==> config.mk <==
export PLATFORM = sky130hd
export DESIGN_NAME = i2cdw_top
export DESIGN_NICKNAME = d
export VERILOG_FILES = /design/src/verilog/i2cdw_sync.v /design/src/verilog/i2cdw_edge.v /design/src/verilog/i2cdw_top.v
export VERILOG_INCLUDE_DIRS = /design/src /design/src/pkg
export SDC_FILE = /design/constraint.sdc
export NUM_CORES = 1
export LEC_CHECK = 0
export ABC_AREA = 1
export BUFFER_PORTS_ARGS = -buffer_cell sky130_fd_sc_hd__buf_2
export CORE_UTILIZATION = 40
export CTS_CLUSTER_SIZE = 25
export DETAILED_ROUTE_END_ITERATION = 7
export SETUP_SLACK_MARGIN = 0.1
export SYNTH_ARGS = -nofsm -noshare
export SYNTH_HDL_FRONTEND = slang
export SYNTH_SLANG_ARGS = --single-unit
==> constraint.sdc <==
create_clock -name clk -period 2.21 [get_ports clk]
set_clock_uncertainty 0.05 [all_clocks]
set_input_delay 0.442 -clock clk [delete_from_list [all_inputs] [get_ports clk]]
set_output_delay 0.442 -clock clk [all_outputs]
set_load 0.02 [all_outputs]
==> src/pkg/i2cdw_defines.vh <==
`ifndef I2CDW_DEFINES_VH
`define I2CDW_DEFINES_VH

// ----------------------------------------
// Slave address
// ----------------------------------------
`define I2CDW_ADDR_HIGH6 6'h1E
`define I2CDW_ADDR_SEL_POS 1
`define I2CDW_RW_POS 0

// ----------------------------------------
// Control byte fields
// ----------------------------------------
`define I2CDW_CTRL_CONT_POS 7
`define I2CDW_CTRL_DC_POS 6

// ----------------------------------------
// Reset values, widths and bit counter values
// ----------------------------------------
`define I2CDW_COL_RESET 7'h00
`define I2CDW_COL_WIDTH 7
`define I2CDW_BIT_LAST 4'h7
`define I2CDW_BIT_ACK 4'h8

`endif

==> src/verilog/i2cdw_sync.v <==
`timescale 1ns/1ps
`default_nettype none

// Two-stage synchroniser; first stage feeds only the second
module i2cdw_sync #(
  parameter RESET_VALUE = 1'b1
) (
  input wire clk,
  input wire rst_n,
  input wire d,
  output reg q
);
  reg meta;

  always @(posedge clk or negedge rst_n) begin
    if (!rst_n) begin
      meta <= RESET_VALUE;
      q <= RESET_VALUE;
    end else begin
      meta <= d;
      q <= meta;
    end
  end
endmodule

`default_nettype wire

==> src/verilog/i2cdw_edge.v <==
`timescale 1ns/1ps
`default_nettype none

// Edge finder on an already synchronised level
module i2cdw_edge #(
  parameter RESET_VALUE = 1'b1
) (
  input wire clk,
  input wire rst_n,
  input wire level,
  output wire rise,
  output wire fall
);
  reg prev;

  always @(posedge clk or negedge rst_n) begin
    if (!rst_n) begin
      prev <= RESET_VALUE;
    end else begin
      prev <= level;
    end
  end

  assign rise = level & ~prev;
  assign fall = ~level & prev;
endmodule

`default_nettype wire

==> src/verilog/i2cdw_top.v <==
// What this block does
// - Answer only address 011110x where x equals the address-select strap.
// - Address bit zero picks read (1) or write (0) mode.
// - SDA falling while SCL high starts a new address phase.
// - SDA rising while SCL high ends the write transfer.
// - Acknowledge every accepted byte by holding SDA low in ninth clock high.
// - Control byte holds continuation flag, selector flag, six zeros.
// - Continuation flag zero makes every later byte payload.
// - Selector zero sends next byte to commands; one sends to display RAM.
// - Each display RAM write advances column pointer by one.
// - One data bit sampled per SCL period; eight bits then ack.
// - SDA output optional; master ignores missing acknowledges.
// - Chip init pin low resets all interface state.
// - Chip init pin clears partly received shift register bits.
//
`timescale 1ns/1ps
`default_nettype none
`include "i2cdw_defines.vh"

module i2cdw_top #(
  parameter COL_WIDTH = `I2CDW_COL_WIDTH
) (
  input wire clk,
  input wire rst_n,
  input wire chip_init_pin_n,
  input wire scl,
  input wire sda_in,
  input wire address_select_bit,
  output reg sda_out,
  output reg sda_oe,
  output reg read_mode,
  output reg busy,
  output reg cmd_valid,
  output reg [7:0] cmd_byte,
  output reg ram_valid,
  output reg [7:0] ram_byte,
  output reg [COL_WIDTH-1:0] ram_col
);

  // ----------------------------------------
  // States
  // ----------------------------------------
  localparam ST_IDLE = 3'h0;
  localparam ST_ADDR = 3'h1;
  localparam ST_CTRL = 3'h2;
  localparam ST_DATA = 3'h3;
  localparam ST_READ = 3'h4;

  // ----------------------------------------
  // Input crossing
  // ----------------------------------------
  wire scl_s;
  wire sda_s;
  wire init_s;
  wire scl_rise;
  wire scl_fall;
  wire sda_rise;
  wire sda_fall;
  wire clear_all;

  i2cdw_sync #(.RESET_VALUE(1'b1)) u_sync_scl (
    .clk(clk), .rst_n(rst_n), .d(scl), .q(scl_s)
  );
  i2cdw_sync #(.RESET_VALUE(1'b1)) u_sync_sda (
    .clk(clk), .rst_n(rst_n), .d(sda_in), .q(sda_s)
  );
  i2cdw_sync #(.RESET_VALUE(1'b0)) u_sync_init (
    .clk(clk), .rst_n(rst_n), .d(chip_init_pin_n), .q(init_s)
  );

  wire strap_s;

  // Strap is a pin as well, so it gets the same two-stage crossing
  i2cdw_sync #(.RESET_VALUE(1'b0)) u_sync_strap (
    .clk(clk), .rst_n(rst_n), .d(address_select_bit), .q(strap_s)
  );

  i2cdw_edge #(.RESET_VALUE(1'b1)) u_edge_scl (
    .clk(clk), .rst_n(rst_n), .level(scl_s), .rise(scl_rise), .fall(scl_fall)
  );
  i2cdw_edge #(.RESET_VALUE(1'b1)) u_edge_sda (
    .clk(clk), .rst_n(rst_n), .level(sda_s), .rise(sda_rise), .fall(sda_fall)
  );

  // Start/stop only count while SCL stays high
  wire start_seen = sda_fall & scl_s & ~scl_fall;
  wire stop_seen = sda_rise & scl_s & ~scl_fall;
  wire bus_event = start_seen | stop_seen;
  assign clear_all = ~init_s;

  // ----------------------------------------
  // Byte engine state
  // ----------------------------------------
  reg [2:0] state;
  reg [3:0] bit_cnt;
  reg [7:0] shift;
  reg ack_pend;
  reg payload_only;
  reg sel_ram;
  reg have_sel;
  reg [2:0] next_state;
  reg [3:0] next_bit_cnt;
  reg [7:0] next_shift;
  reg next_ack_pend;
  reg next_payload_only;
  reg next_sel_ram;
  reg next_have_sel;
  reg next_read_mode;
  reg next_busy;

  wire [7:0] full_byte = {shift[6:0], sda_s};
  wire addr_match = (full_byte[7:2] == `I2CDW_ADDR_HIGH6) &&
    (full_byte[`I2CDW_ADDR_SEL_POS] == strap_s);
  // Read frames are acknowledged but not served, so they count as idle here
  wire in_frame = (state != ST_IDLE) && (state != ST_READ);
  wire bit_take = in_frame && scl_rise && (bit_cnt <= `I2CDW_BIT_LAST);
  wire byte_done = bit_take && (bit_cnt == `I2CDW_BIT_LAST);
  wire ack_on = in_frame && scl_fall && ack_pend && !sda_oe;
  wire ack_off = in_frame && scl_fall && sda_oe;
  // A start or stop in the same cycle wins over a finished byte
  wire payload_done = byte_done && (state == ST_DATA) && !bus_event;
  wire [COL_WIDTH-1:0] col_step = {{(COL_WIDTH-1){1'b0}}, 1'b1};

  // ----------------------------------------
  // Frame sequencer: next values
  // ----------------------------------------
  always @* begin
    next_state = state;
    next_bit_cnt = bit_cnt;
    next_shift = shift;
    next_ack_pend = ack_pend;
    next_payload_only = payload_only;
    next_sel_ram = sel_ram;
    next_have_sel = have_sel;
    next_read_mode = read_mode;
    next_busy = busy;
    if (start_seen) begin
      next_state = ST_ADDR;
      next_bit_cnt = 4'h0;
      next_shift = 8'h00;
      next_ack_pend = 1'b0;
      next_payload_only = 1'b0;
      next_have_sel = 1'b0;
      next_read_mode = 1'b0;
      next_busy = 1'b1;
    end else if (stop_seen) begin
      next_state = ST_IDLE;
      next_bit_cnt = 4'h0;
      next_ack_pend = 1'b0;
      next_busy = 1'b0;
    end else if (bit_take) begin
      // SDA is steady while SCL is high, so one sample per period is enough
      next_shift = full_byte;
      if (bit_cnt == `I2CDW_BIT_LAST) begin
        next_bit_cnt = `I2CDW_BIT_ACK;
        case (state)
          ST_ADDR: begin
            if (addr_match) begin
              next_ack_pend = 1'b1;
              next_read_mode = full_byte[`I2CDW_RW_POS];
            end else begin
              next_state = ST_IDLE;
              next_busy = 1'b0;
            end
          end
          ST_CTRL: begin
            next_ack_pend = 1'b1;
            next_payload_only = ~full_byte[`I2CDW_CTRL_CONT_POS];
            next_sel_ram = full_byte[`I2CDW_CTRL_DC_POS];
            next_have_sel = 1'b1;
          end
          default: begin
            next_ack_pend = 1'b1;
          end
        endcase
      end else begin
        next_bit_cnt = bit_cnt + 4'h1;
      end
    end else if (ack_off) begin
      next_ack_pend = 1'b0;
      next_bit_cnt = 4'h0;
      case (state)
        ST_ADDR: begin
          // Read data path is outside this block: idle until the next start or stop
          next_state = read_mode ? ST_READ : ST_CTRL;
        end
        ST_CTRL: begin
          next_state = ST_DATA;
        end
        default: begin
          // Continuation set: one payload byte, then a control byte again
          if (!payload_only && have_sel) begin
            next_state = ST_CTRL;
          end
        end
      endcase
    end
  end

  // ----------------------------------------
  // Frame sequencer: registers
  // ----------------------------------------
  always @(posedge clk or negedge rst_n) begin
    if (!rst_n) begin
      state <= ST_IDLE;
      bit_cnt <= 4'h0;
      shift <= 8'h00;
      ack_pend <= 1'b0;
      payload_only <= 1'b0;
      sel_ram <= 1'b0;
      have_sel <= 1'b0;
      read_mode <= 1'b0;
      busy <= 1'b0;
    end else if (clear_all) begin
      state <= ST_IDLE;
      bit_cnt <= 4'h0;
      shift <= 8'h00;
      ack_pend <= 1'b0;
      payload_only <= 1'b0;
      sel_ram <= 1'b0;
      have_sel <= 1'b0;
      read_mode <= 1'b0;
      busy <= 1'b0;
    end else begin
      state <= next_state;
      bit_cnt <= next_bit_cnt;
      shift <= next_shift;
      ack_pend <= next_ack_pend;
      payload_only <= next_payload_only;
      sel_ram <= next_sel_ram;
      have_sel <= next_have_sel;
      read_mode <= next_read_mode;
      busy <= next_busy;
    end
  end

  // ----------------------------------------
  // Acknowledge driver
  // ----------------------------------------
  always @(posedge clk or negedge rst_n) begin
    if (!rst_n) begin
      sda_out <= 1'b1;
      sda_oe <= 1'b0;
    end else if (clear_all || bus_event) begin
      // Never hold the line across a start or stop
      sda_out <= 1'b1;
      sda_oe <= 1'b0;
    end else if (ack_on) begin
      // Pull low across the whole ninth high period
      sda_oe <= 1'b1;
      sda_out <= 1'b0;
    end else if (ack_off) begin
      // Ack done; missing ack is master's concern when pin is open
      sda_oe <= 1'b0;
      sda_out <= 1'b1;
    end
  end

  // ----------------------------------------
  // Payload outputs
  // ----------------------------------------
  always @(posedge clk or negedge rst_n) begin
    if (!rst_n) begin
      cmd_valid <= 1'b0;
      cmd_byte <= 8'h00;
      ram_valid <= 1'b0;
      ram_byte <= 8'h00;
    end else if (clear_all) begin
      cmd_valid <= 1'b0;
      cmd_byte <= 8'h00;
      ram_valid <= 1'b0;
      ram_byte <= 8'h00;
    end else begin
      // Strobes last one cycle; bytes hold until the next of their kind
      cmd_valid <= payload_done && !sel_ram;
      ram_valid <= payload_done && sel_ram;
      if (payload_done && sel_ram) begin
        ram_byte <= full_byte;
      end
      if (payload_done && !sel_ram) begin
        cmd_byte <= full_byte;
      end
    end
  end

  // ----------------------------------------
  // Column pointer
  // ----------------------------------------
  // Wraps at its width; window limits are for the command decoder
  always @(posedge clk or negedge rst_n) begin
    if (!rst_n) begin
      ram_col <= {COL_WIDTH{1'b0}};
    end else if (clear_all) begin
      ram_col <= {COL_WIDTH{1'b0}};
    end else if (payload_done && sel_ram) begin
      ram_col <= ram_col + col_step;
    end
  end

endmodule

`default_nettype wire

==> flow_summary.json, run 1 <==
{
  "drive_above_1_share_pct": 25.1,
  "die_x_um": 81.6,
  "grtUsageTotal_pct": 17.5,
  "ys_warn_count": 0,
  "crit_type": "flip-flop to flip-flop",
  "ys_ff_latch": 57,
  "worstPathCellList": "ha_1 > nand3_1 > nor2_1 > nand3_4 > nor2_4 > inv_4 > o21ai_1",
  "cp-start-kind": "flip-flop",
  "synth_top_family_by_area": "simple AND/OR/NAND/NOR gates",
  "synthMuxAreaShare_pct": 0.395,
  "vias": 1934,
  "core_area_um2": 6030,
  "synth_simple_gate_area_share_pct": 24.2,
  "antenna_cells": 0,
  "clockRootBuffer": "clkbuf_8",
  "crit_path_end_kind": "flip-flop",
  "synth_area_per_cell_um2": 9.14,
  "cts.hold.buffers_added": 0,
  "dp.cells": 386,
  "ys_seq_area_share_pct": 56.7,
  "synth_compound_area_share_pct": 10.1,
  "numPortBuffers": 34,
  "cts_setup_buffers": 0,
  "ctsResizeCount": 0,
  "grt_pass1_wl_mm": 8.54,
  "report.final.slew_viol_count": 0,
  "crit_family": "simple AND/OR/NAND/NOR gates",
  "leakage_uw": 0.00152,
  "max_cap_viol_count": 0,
  "critPathMaxStageDelay_ns": 0.38,
  "synth-xor-area-share_pct": 1.73,
  "stdcell_area_um2": 3010,
  "outcome": "completed",
  "cp_data_arrival_time_ns": 1.95,
  "viasPerCell": 4.81,
  "layout.nets": 330,
  "clkLatencyLatePin_ns": 0.32,
  "place_hpwl_mm": 3.69,
  "yosysUniqueCellTypes": 31,
  "clk_path_buf_depth": 2,
  "synth-adder-area-share_pct": 0.989,
  "syn_nets": 285,
  "vdd_drop_max_uv": 359,
  "grt_max_degree": 39,
  "htree_levels": 3,
  "timing.final.crit_share_pct": 79.1,
  "cp_max_fo": 10,
  "clk_pin_slew_ns": 0.06,
  "rsz0062_at_grt": "no",
  "die_h_um": 81.6,
  "pwr_density_cell_nw_per_um2": 800,
  "grt_overflow": 0,
  "grt_pass1_vias": 1776,
  "dr.pass1.iters": 4,
  "cts_tree": "built",
  "dpl_cell_area_um2": 2810,
  "drt_wl_total_mm": 5.03,
  "tightest_slew_ns": 0.467,
  "num_rows": 28,
  "syn_area_um2": 2530,
  "path_buf_inv": 1,
  "cts_made_buffers": 9,
  "setup_tns_ns": 0,
  "setup_violations": 0,
  "drc": 0,
  "fillers": 609,
  "io_pins": 35,
  "regArea_um2": 1440,
  "initial_core_util_pct": 42.0,
  "finalHoldViolCount": 0,
  "drt-initial-drc-count": 108,
  "wl_per_cell_um": 12.5,
  "max_freq_ghz": 0.572,
  "die_area_um2": 6650,
  "worst_path_max_delay_cell": "dfrtp_1",
  "antenna_found_initial": 0,
  "finalCriticalPeriod_ns": 1.75,
  "synthCells": 277,
  "gp_congestion": 0.848,
  "final_cells": 402,
  "critical_path_required_ns": 2.41,
  "drtAntennaViolNets": 0,
  "cts_sinks": 57,
  "relSlewSlack_pct": 68.9,
  "syn2layout_area_growth_pct": 19.1,
  "hold_path_class": "primary input to asynchronous set/reset pin",
  "multi_input_area_um2": 947
}
[worst register-to-register path, cell delays in order, from the launching register on]
cell and delay, ns:
dfrtp_1 0.38, ha_1 0.21, nand3_1 0.20, nor2_1 0.30
nand3_4 0.15, nor2_4 0.16, inv_4 0.10, o21ai_1 0.13
[power breakdown]
part,internal [uW],switching [uW]
Clock,612,381
Sequential,1100,44.4
Combinational,82.0,191
Total,1790,617
[cell families (layout without fill, tap and decap cells)]
family / count (synthesis) / in the layout
muxes: 1 / 1
AOI/OAI and AO/OA: 46 / 46
and+or+nand+nor: 131 / 131
xor gates and xnor gates: 5 / 5
buffers and inverters: 35 / 85
DFF: 57 / 57
adders and majority gates: 2 / 2
[registers in the layout (all words and copies together), names as in the netlist, 3 cells and up]
| signal | flops |
|---|---|
| shift | 7 |
| ram_col | 7 |
| bit_cnt | 4 |
| ram_byte | 8 |
| state | 3 |
| cmd_byte | 8 |
[cells in the mapped netlist]
master    number  share of area (%)
mux2i_1        1               0.40
inv_4          2               0.49
nor2_2         1               0.25
nand2_4        1               0.44
o21ai_2        5                1.7
nand3_2        1               0.40
buf_4          1               0.30
dfrtp_1       50                 49
nand2_2        4               0.99
a31oi_1        1               0.25
nand4_1        2               0.49
o21ai_1       11                2.2
nor2_1        17                2.5
o21bai_1       1               0.30
nand3_1       19                3.8
nand3_4        2                1.4
a21o_1         1               0.30
o21ai_0       21                4.2
inv_2          4               0.59
inv_1         26                3.9
nand2_1       77                 11
buf_6          1               0.44
xnor2_1        2               0.69
ha_1           2               0.99
buf_2          1               0.20
xor2_1         3                1.0
nand3b_1       2               0.59
dfstp_2        7                7.3
nor2_4         4                1.8
nor3_1         1               0.20
a21oi_1        6                1.2
[final cells by class]
cell class,count,share of cell area (%)
well taps,75,3.11
flip-flops and latches,57,47.6
clock inverters,2,1.16
multi-input cells,185,31.4
repair buffers,37,6.81
clock buffers,14,5.73
inverters,32,4.15
[final timing paths]
check	depth (start not counted)	startpoint	slack, ns	endpoint
max in group asynchronous	2	rst_n	1.49	u_sync_sda.meta
worst max-delay path	7	bit_cnt[0]	0.46	ram_byte[7]
worst min register to register	0	u_sync_init.meta	0.30	u_sync_init.q
worst max register to register	7	bit_cnt[0]	0.46	ram_byte[7]
worst min-delay path	1	rst_n	0.02	ack_pend
min in group clk	1	sda_in	0.17	u_sync_sda.meta
[routing by layer]
| metal | track usage (%) | wire length (um) | share of wire [%] | vias up |
|---|---|---|---|---|
| met3 | 4.11 | 210 | 4.2 | 8 |
| met2 | 24.3 | 2150 | 43 | 38 |
| met5 | 0 | 0 | 0 | - |
| li1 | - | - | - | 978 |
| met4 | 8.04 | 74 | 1.5 | 0 |
| met1 | 25.4 | 2590 | 52 | 910 |
[through the flow]
step	setup slack, ns	hold slack [ns]	power [uW]	utilization (%)
after floorplan	0.629	0.0964	1340	-
after global placement	0.475	0.282	1430	46.6
after detailed placement	0.460	0.285	1440	46.6
after CTS	0.435	0.0285	2440	50.0
after global routing	0.292	0.0472	2540	50.0
final	0.462	0.0207	2410	50.0
[layout by cell type (no fill, tap or decap), drive strengths merged]
master / instances
nor3: 1
o21ai: 37
xor2: 3
nor2: 22
xnor2: 2
nand2: 82
clkbuf: 14
dfrtp: 50
inv: 32
bufinv: 1
ha: 2
a31oi: 1
a21oi: 6
nand4: 2
mux2i: 1
dfstp: 7
a21o: 1
buf: 37
clkinv: 1
nand3b: 2
o21bai: 1
nand3: 22
Note: power is estimated with default switching activity, not from simulation.
==> inputs of run 2 (changes only) <==
ABC_AREA = 0   (was 1)
clock period = 1.7 ns   (was 2.21 ns; I/O delays follow)
==> run 2 against run 1 <==
Against the previous run: the flow now finishes with violations (negative setup slack); sequential power increased by 22%; maximum frequency decreased by 3.8%; worst hold slack improved by 0.030 ns; power increased by 20%; synthesized cell count decreased by 16%; die area decreased by 0.39%; routed wire length increased by 22%; sequential share of layout area decreased by 8.2 points; clock power increased by 34%; via count increased by 6.5%; design area increased by 21%; critical path depth decreased by 1.
==> flow_summary.json, run 2 <==
{
  "outcome": "finished, violations left",
  "violations": "negative setup slack",
  "leakage_uw": 0.00175,
  "grt_overflow": 0,
  "regArea_um2": 1440,
  "antenna_found_initial": 0,
  "drtAntennaViolNets": 0,
  "core_area_um2": 5990,
  "grt_pass1_vias": 2071,
  "place_hpwl_mm": 4.17,
  "num_rows": 28,
  "p_int_uw": 2240,
  "finalHoldViolCount": 0,
  "use_met3_pct": 4.83,
  "vias": 2059,
  "viasPerCell": 5.12,
  "cp_data_arrival_time_ns": 2.04,
  "clkLatencyLatePin_ns": 0.34,
  "p_switching_uw": 651,
  "setup_violations": 12,
  "hold_path_end": "u_sync_sda.meta",
  "grt_max_degree": 28,
  "netSwitchingFraction_pct": 22.5,
  "gp_congestion": 0.827,
  "ys_seq_area_share_pct": 56.9,
  "stdcell_area_um2": 3640,
  "initial_core_util_pct": 42.1,
  "htree_levels": 3,
  "ys_warn_count": 0,
  "fillers": 478,
  "vdd_drop_max_uv": 543,
  "pwr-share-comb_pct": 6.0,
  "cts_tree": "built",
  "ys_dominant_reg_cell": "dfrtp_1",
  "reg2reg_from": "state[0]",
  "numPortBuffers": 34,
  "report.final.slew_viol_count": 0,
  "cp_max_fo": 5,
  "syn_area_um2": 2520,
  "yosysMostFrequentCell": "dfrtp_1",
  "dpl_cell_area_um2": 3190,
  "clockRootBuffer": "clkbuf_8",
  "timing.final.crit_share_pct": 107,
  "tightest_slew_ns": 0.411,
  "die_x_um": 81.4,
  "max_freq_ghz": 0.550,
  "min_from": "sda_in",
  "synthTopCellsByCount": "50 x dfrtp_1, 23 x nor2_1, 16 x nand2_1, 16 x nand3_1, 15 x o21ai_0",
  "clk_path_buf_depth": 2,
  "antenna_cells": 0,
  "hold_path_class": "primary input to flip-flop",
  "die_area_um2": 6620,
  "top_usage_layer": "met2",
  "setup_tns_ns": -0.523,
  "grtUsageTotal_pct": 20.9,
  "crit_path_end_kind": "flip-flop",
  "clockPowerShare_pct": 46.0,
  "crit_type": "flip-flop to flip-flop",
  "critical_path_required_ns": 1.93,
  "die_h_um": 81.4,
  "wl_per_cell_um": 15.3,
  "syn2layout_area_growth_pct": 44.5,
  "largestRegisters": "cmd_byte: 8 flops, ram_byte: 8 flops",
  "pwr_density_cell_nw_per_um2": 794,
  "synth_area_per_cell_um2": 10.9,
  "finalCriticalPeriod_ns": 1.82,
  "cts_made_buffers": 9,
  "reg2reg_to": "state[0]",
  "post-route-util_pct": 60.8,
  "grt_pass1_wl_mm": 10.1,
  "drive_above_1_share_pct": 45.6,
  "met2_usage_pct": 30.6,
  "clk_pin_slew_ns": 0.06,
  "holdPathStages": 1,
  "final_common_cell": "dfrtp_1",
  "synth_top_area_share_pct": 49.6,
  "io_pins": 35,
  "reg2reg_depth": 6,
  "syn_nets": 240,
  "worst_path_max_delay_cell": "dfrtp_1",
  "multi_input_area_um2": 1200,
  "worstPathCellList": "nand2b_1 > buf_4 > a311oi_4 > o221ai_4 > a221oi_2 > a41o_1",
  "drc": 0,
  "critPathMaxStageDelay_ns": 0.46,
  "rrSetupSlack_ns": -0.12,
  "drt_wl_total_mm": 6.16,
  "cts_sinks": 57,
  "seqPwrFrac_pct": 48.0,
  "synth_edf_count": 0,
  "use_met1_pct": 28.9,
  "setup_slack_ns": -0.118,
  "rsz0062_at_grt": "yes",
  "async_flop_share_pct": 100,
  "synth_area_leaders": "dfrtp_1 50%, dfstp_2 7.3%, mux2i_1 4.0%, nor2_1 3.4%, nand3_1 3.2%",
  "layout.nets": 330,
  "synth.largest_area_cell": "dfrtp_1",
  "critPathLaunch": "state[0]",
  "synthCells": 232,
  "dr.pass1.iters": 4,
  "drt-initial-drc-count": 133,
  "yosysUniqueCellTypes": 51,
  "ys_ff_latch": 57,
  "cp-start-kind": "flip-flop",
  "pre_cts_ws_ns": -0.151,
  "max_cap_viol_count": 0,
  "relSlewSlack_pct": 72.6,
  "final_cell_mix": "49 x dfrtp_1, 46 x buf_4, 34 x buf_2, 21 x nor2_1, 15 x nand2_1"
}
[run 2: cells by family (layout without fill, tap and decap cells)]
| family | count (synthesis) | in the layout | synth area share (%) |
|---|---|---|---|
| AO/OA/AOI/OAI | 50 | 50 | 13.6 |
| buffers and inverters | 22 | 117 | 4.07 |
| flip-flops | 57 | 57 | 56.9 |
| XOR/XNOR | 5 | 5 | 1.74 |
| multiplexers | 11 | 11 | 4.42 |
| adder cells (fa/ha/maj) | 2 | 2 | 0.992 |
| AND/OR/NAND/NOR | 85 | 85 | 18.2 |
[run 2: through the flow]
stage,hold WS [ns],std cells,power [uW]
CTS,0.0393,399,2900
finish,0.0505,402,2890
detailed placement,0.241,379,1560
global placement,0.237,379,1550
global route,0.0408,402,2990
floorplan,-0.00559,232,1480
[run 2: how the worst max path moves through the flow]
| stage | to | slack (ns) |
|---|---|---|
| final | state[0] | -0.12 |
| after global routing | state[0] | -0.17 |
| after CTS | ram_col[4] | -0.06 |
| after detailed placement | ram_col[4] | -0.15 |
| after global placement | shift[0] | -0.18 |
| after floorplan | state[0] | -0.13 |
[run 2: timing repair]
item | in CTS | in global routing
endpoints found under the setup margin | 42 | 46
cloned | 1 | 0
resized for setup | 30 | 16
buffers inserted | 2 | 3
pin swaps | 11 | 7
endpoints found under the hold margin | 9 | 0
hold buffers | 1 | 0
[run 2: critical path, delay by kind of cell, from the launching register on]
kind	cells	cell delay (ns)
compound gates	4	0.95
flops	1	0.46
buf+inv	1	0.16
simple gates	1	0.13
[run 2: final cells by class]
type,instances,share of cell area [%]
flip-flops and latches,57,39.4
clock inverters,2,1.03
clock buffers,14,4.74
inverters,11,1.13
well taps,75,2.58
repair buffers,90,18.0
multi-input cells,153,33.0
[run 2: power by group through the flow]
| stage | sequential (uW) | combinational (uW) | clock [uW] |
|---|---|---|---|
| 6_report | 1390 | 175 | 1330 |
| 5_1_grt | 1390 | 191 | 1410 |
| 4_1_cts | 1390 | 166 | 1350 |
| 3_5_place_dp | 1410 | 144 | 0 |
| 3_3_place_gp | 1410 | 143 | 0 |
| 2_1_floorplan | 1410 | 69.1 | 0 |
[run 2: layer usage]
| metal | vias up | wire length, um | part of all wire (%) |
|---|---|---|---|
| li1 | 1002 | - | - |
| met1 | 1013 | 3030 | 49 |
| met2 | 34 | 2840 | 46 |
| met3 | 10 | 205 | 3.3 |
| met4 | 0 | 91 | 1.5 |
| met5 | - | 0 | 0 |
==> inputs of run 3 (changes only) <==
PLACE_DENSITY = 0.56   (was unset)
==> run 3 against run 2 <==
Against the previous run: the flow still finishes with violations (negative setup slack); clock power down 17%; largest cell class unchanged; worst hold slack better by 0.0089 ns; sequential share of layout area grew 0.96 points; largest power group unchanged; clock-buffer cell count fell by 1; maximum frequency is 3.4% higher; global-route usage fell by 0.49 points; worst setup slack better by 0.060 ns.
==> flow_summary.json, run 3 (synthesis gave the netlist of run 2 again) <==
{
  "num_rows": 28,
  "timing.final.crit_share_pct": 103,
  "syn2layout_area_growth_pct": 41.1,
  "drt_wl_total_mm": 5.91,
  "outcome": "finished, violations left",
  "cts_tree": "built",
  "die_x_um": 81.4,
  "multi_input_area_um2": 1180,
  "clkLatencyLatePin_ns": 0.33,
  "cp-start-kind": "flip-flop",
  "drive_above_1_share_pct": 45.3,
  "clk_path_buf_depth": 2,
  "crit_type": "flip-flop to flip-flop",
  "cts_sinks": 57,
  "finalHoldViolCount": 0,
  "antenna_found_initial": 0,
  "grt_pass1_vias": 1965,
  "hold_path_class": "primary input to flip-flop",
  "post-route-util_pct": 59.4,
  "holdWs_ns": 0.0595,
  "grt_max_degree": 58,
  "rsz0062_at_grt": "yes",
  "grtUsageTotal_pct": 20.4,
  "initial_core_util_pct": 42.1,
  "max_freq_ghz": 0.569,
  "dp.cells": 375,
  "largestRegisters": "cmd_byte: 8 flops, ram_byte: 8 flops",
  "setup_violations": 12,
  "critPathMaxStageDelay_ns": 0.55,
  "finalCriticalPeriod_ns": 1.76,
  "pwr_density_cell_nw_per_um2": 747,
  "antenna_cells": 0,
  "dr.pass1.iters": 4,
  "grt_overflow": 0,
  "vias": 2046,
  "grt_pass1_wl_mm": 9.78,
  "io_pins": 35,
  "fillers": 516,
  "place_hpwl_mm": 4.02,
  "core_area_um2": 5990,
  "gp_congestion": 0.810,
  "drc": 0,
  "final_cells": 397,
  "setup_slack_ns": -0.0579,
  "viasPerCell": 5.15,
  "worstPathCellList": "nand2b_4 > or3_4 > buf_6 > nor4_4 > mux2i_1 > a211oi_2",
  "numPortBuffers": 34,
  "clk_pin_slew_ns": 0.06,
  "cp_data_arrival_time_ns": 1.92,
  "tightest_slew_ns": 0.396,
  "clockRootBuffer": "clkbuf_8",
  "drt-initial-drc-count": 111,
  "critical_path_required_ns": 1.86,
  "htree_levels": 3,
  "drtAntennaViolNets": 0,
  "relSlewSlack_pct": 73.6,
  "die_area_um2": 6620,
  "wl_per_cell_um": 14.9,
  "regArea_um2": 1440,
  "cp_max_fo": 4,
  "max_cap_viol_count": 0,
  "final_cell_mix": "48 x dfrtp_1, 40 x buf_4, 34 x buf_2, 22 x nor2_1, 14 x nand2_1",
  "layout.nets": 326,
  "die_h_um": 81.4,
  "violations": "negative setup slack",
  "cts_made_buffers": 9,
  "vdd_drop_max_uv": 546,
  "crit_path_end_kind": "flip-flop",
  "worst_path_max_delay_cell": "dfstp_2",
  "leakage_uw": 0.00172,
  "final_common_cell": "dfrtp_1",
  "report.final.slew_viol_count": 0
}
[run 3: cell count changes in the layout (fill, tap and decap cells not counted), moves of 2 or more]
cell,previous run,this run
nand2_2,0,2
buf_4,46,40
o21ai_1,7,5
nand3_2,6,8
buf_6,5,8
[run 3: cell type report]
type                    count  area share (%)
flip-flops and latches     57            40.4
multi-input cells         153            33.2
repair buffers             86            17.7
clock buffers              13            4.47
well taps                  75            2.64
inverters                  11            1.16
clock inverters             2           0.387
[run 3: timing repair]
| item | 4_1_cts | 5_1_grt |
|---|---|---|
| hold endpoints to repair | 50 | 0 |
| cloned | 1 | 0 |
| hold buffers | 1 | 0 |
| setup buffers | 5 | 0 |
| setup endpoints to repair | 43 | 46 |
| pin swaps | 15 | 6 |
| resized for setup | 29 | 16 |
[run 3: report_power, final]
part | switching [uW] | internal (uW) | leakage, uW
registers | 12.1 | 1380 | 0.000759
clock network | 504 | 601 | 0.0000895
logic | 102 | 61.2 | 0.000867
[run 3: worst max-delay path: cells and delay by family, from the launching register on]
| family | cells | cell delay [ns] |
|---|---|---|
| flip-flops | 1 | 0.55 |
| AND/OR/NAND/NOR | 3 | 0.55 |
| multiplexers | 1 | 0.27 |
| buffers and inverters | 1 | 0.15 |
| AO/OA/AOI/OAI | 1 | 0.06 |
[run 3: final timing paths]
kind	startpoint	endpoint	slack, ns	cells after the start
worst min register to register	u_sync_init.meta	u_sync_init.q	0.30	0
worst max register to register	u_sync_scl.q	read_mode	-0.06	6
worst min-delay path	sda_in	u_sync_sda.meta	0.06	1
min in group asynchronous	rst_n	busy	0.48	3
worst max-delay path	u_sync_scl.q	read_mode	-0.06	6
max in group asynchronous	rst_n	sda_out	0.79	3
[run 3: through the flow]
stage / power, uW / area [um2] / setup WS (ns) / setup TNS [ns]
after floorplan: 1480 / 2620 / -0.130 / -1.15
after global placement: 1550 / 3160 / -0.0876 / -1.29
after detailed placement: 1550 / 3160 / -0.113 / -1.68
after CTS: 2680 / 3490 / -0.0423 / -0.697
after global routing: 2770 / 3560 / -0.129 / -2.41
final: 2660 / 3560 / -0.0579 / -0.381
[run 3: layer usage]
layer / vias to the layer above / part of all wire [%] / global-route usage, %
met5: - / 0 / 0
met2: 34 / 44 / 28.9
met1: 1006 / 52 / 29.5
met3: 9 / 2.9 / 4.04
li1: 997 / - / -
met4: 0 / 1.7 / 10.2
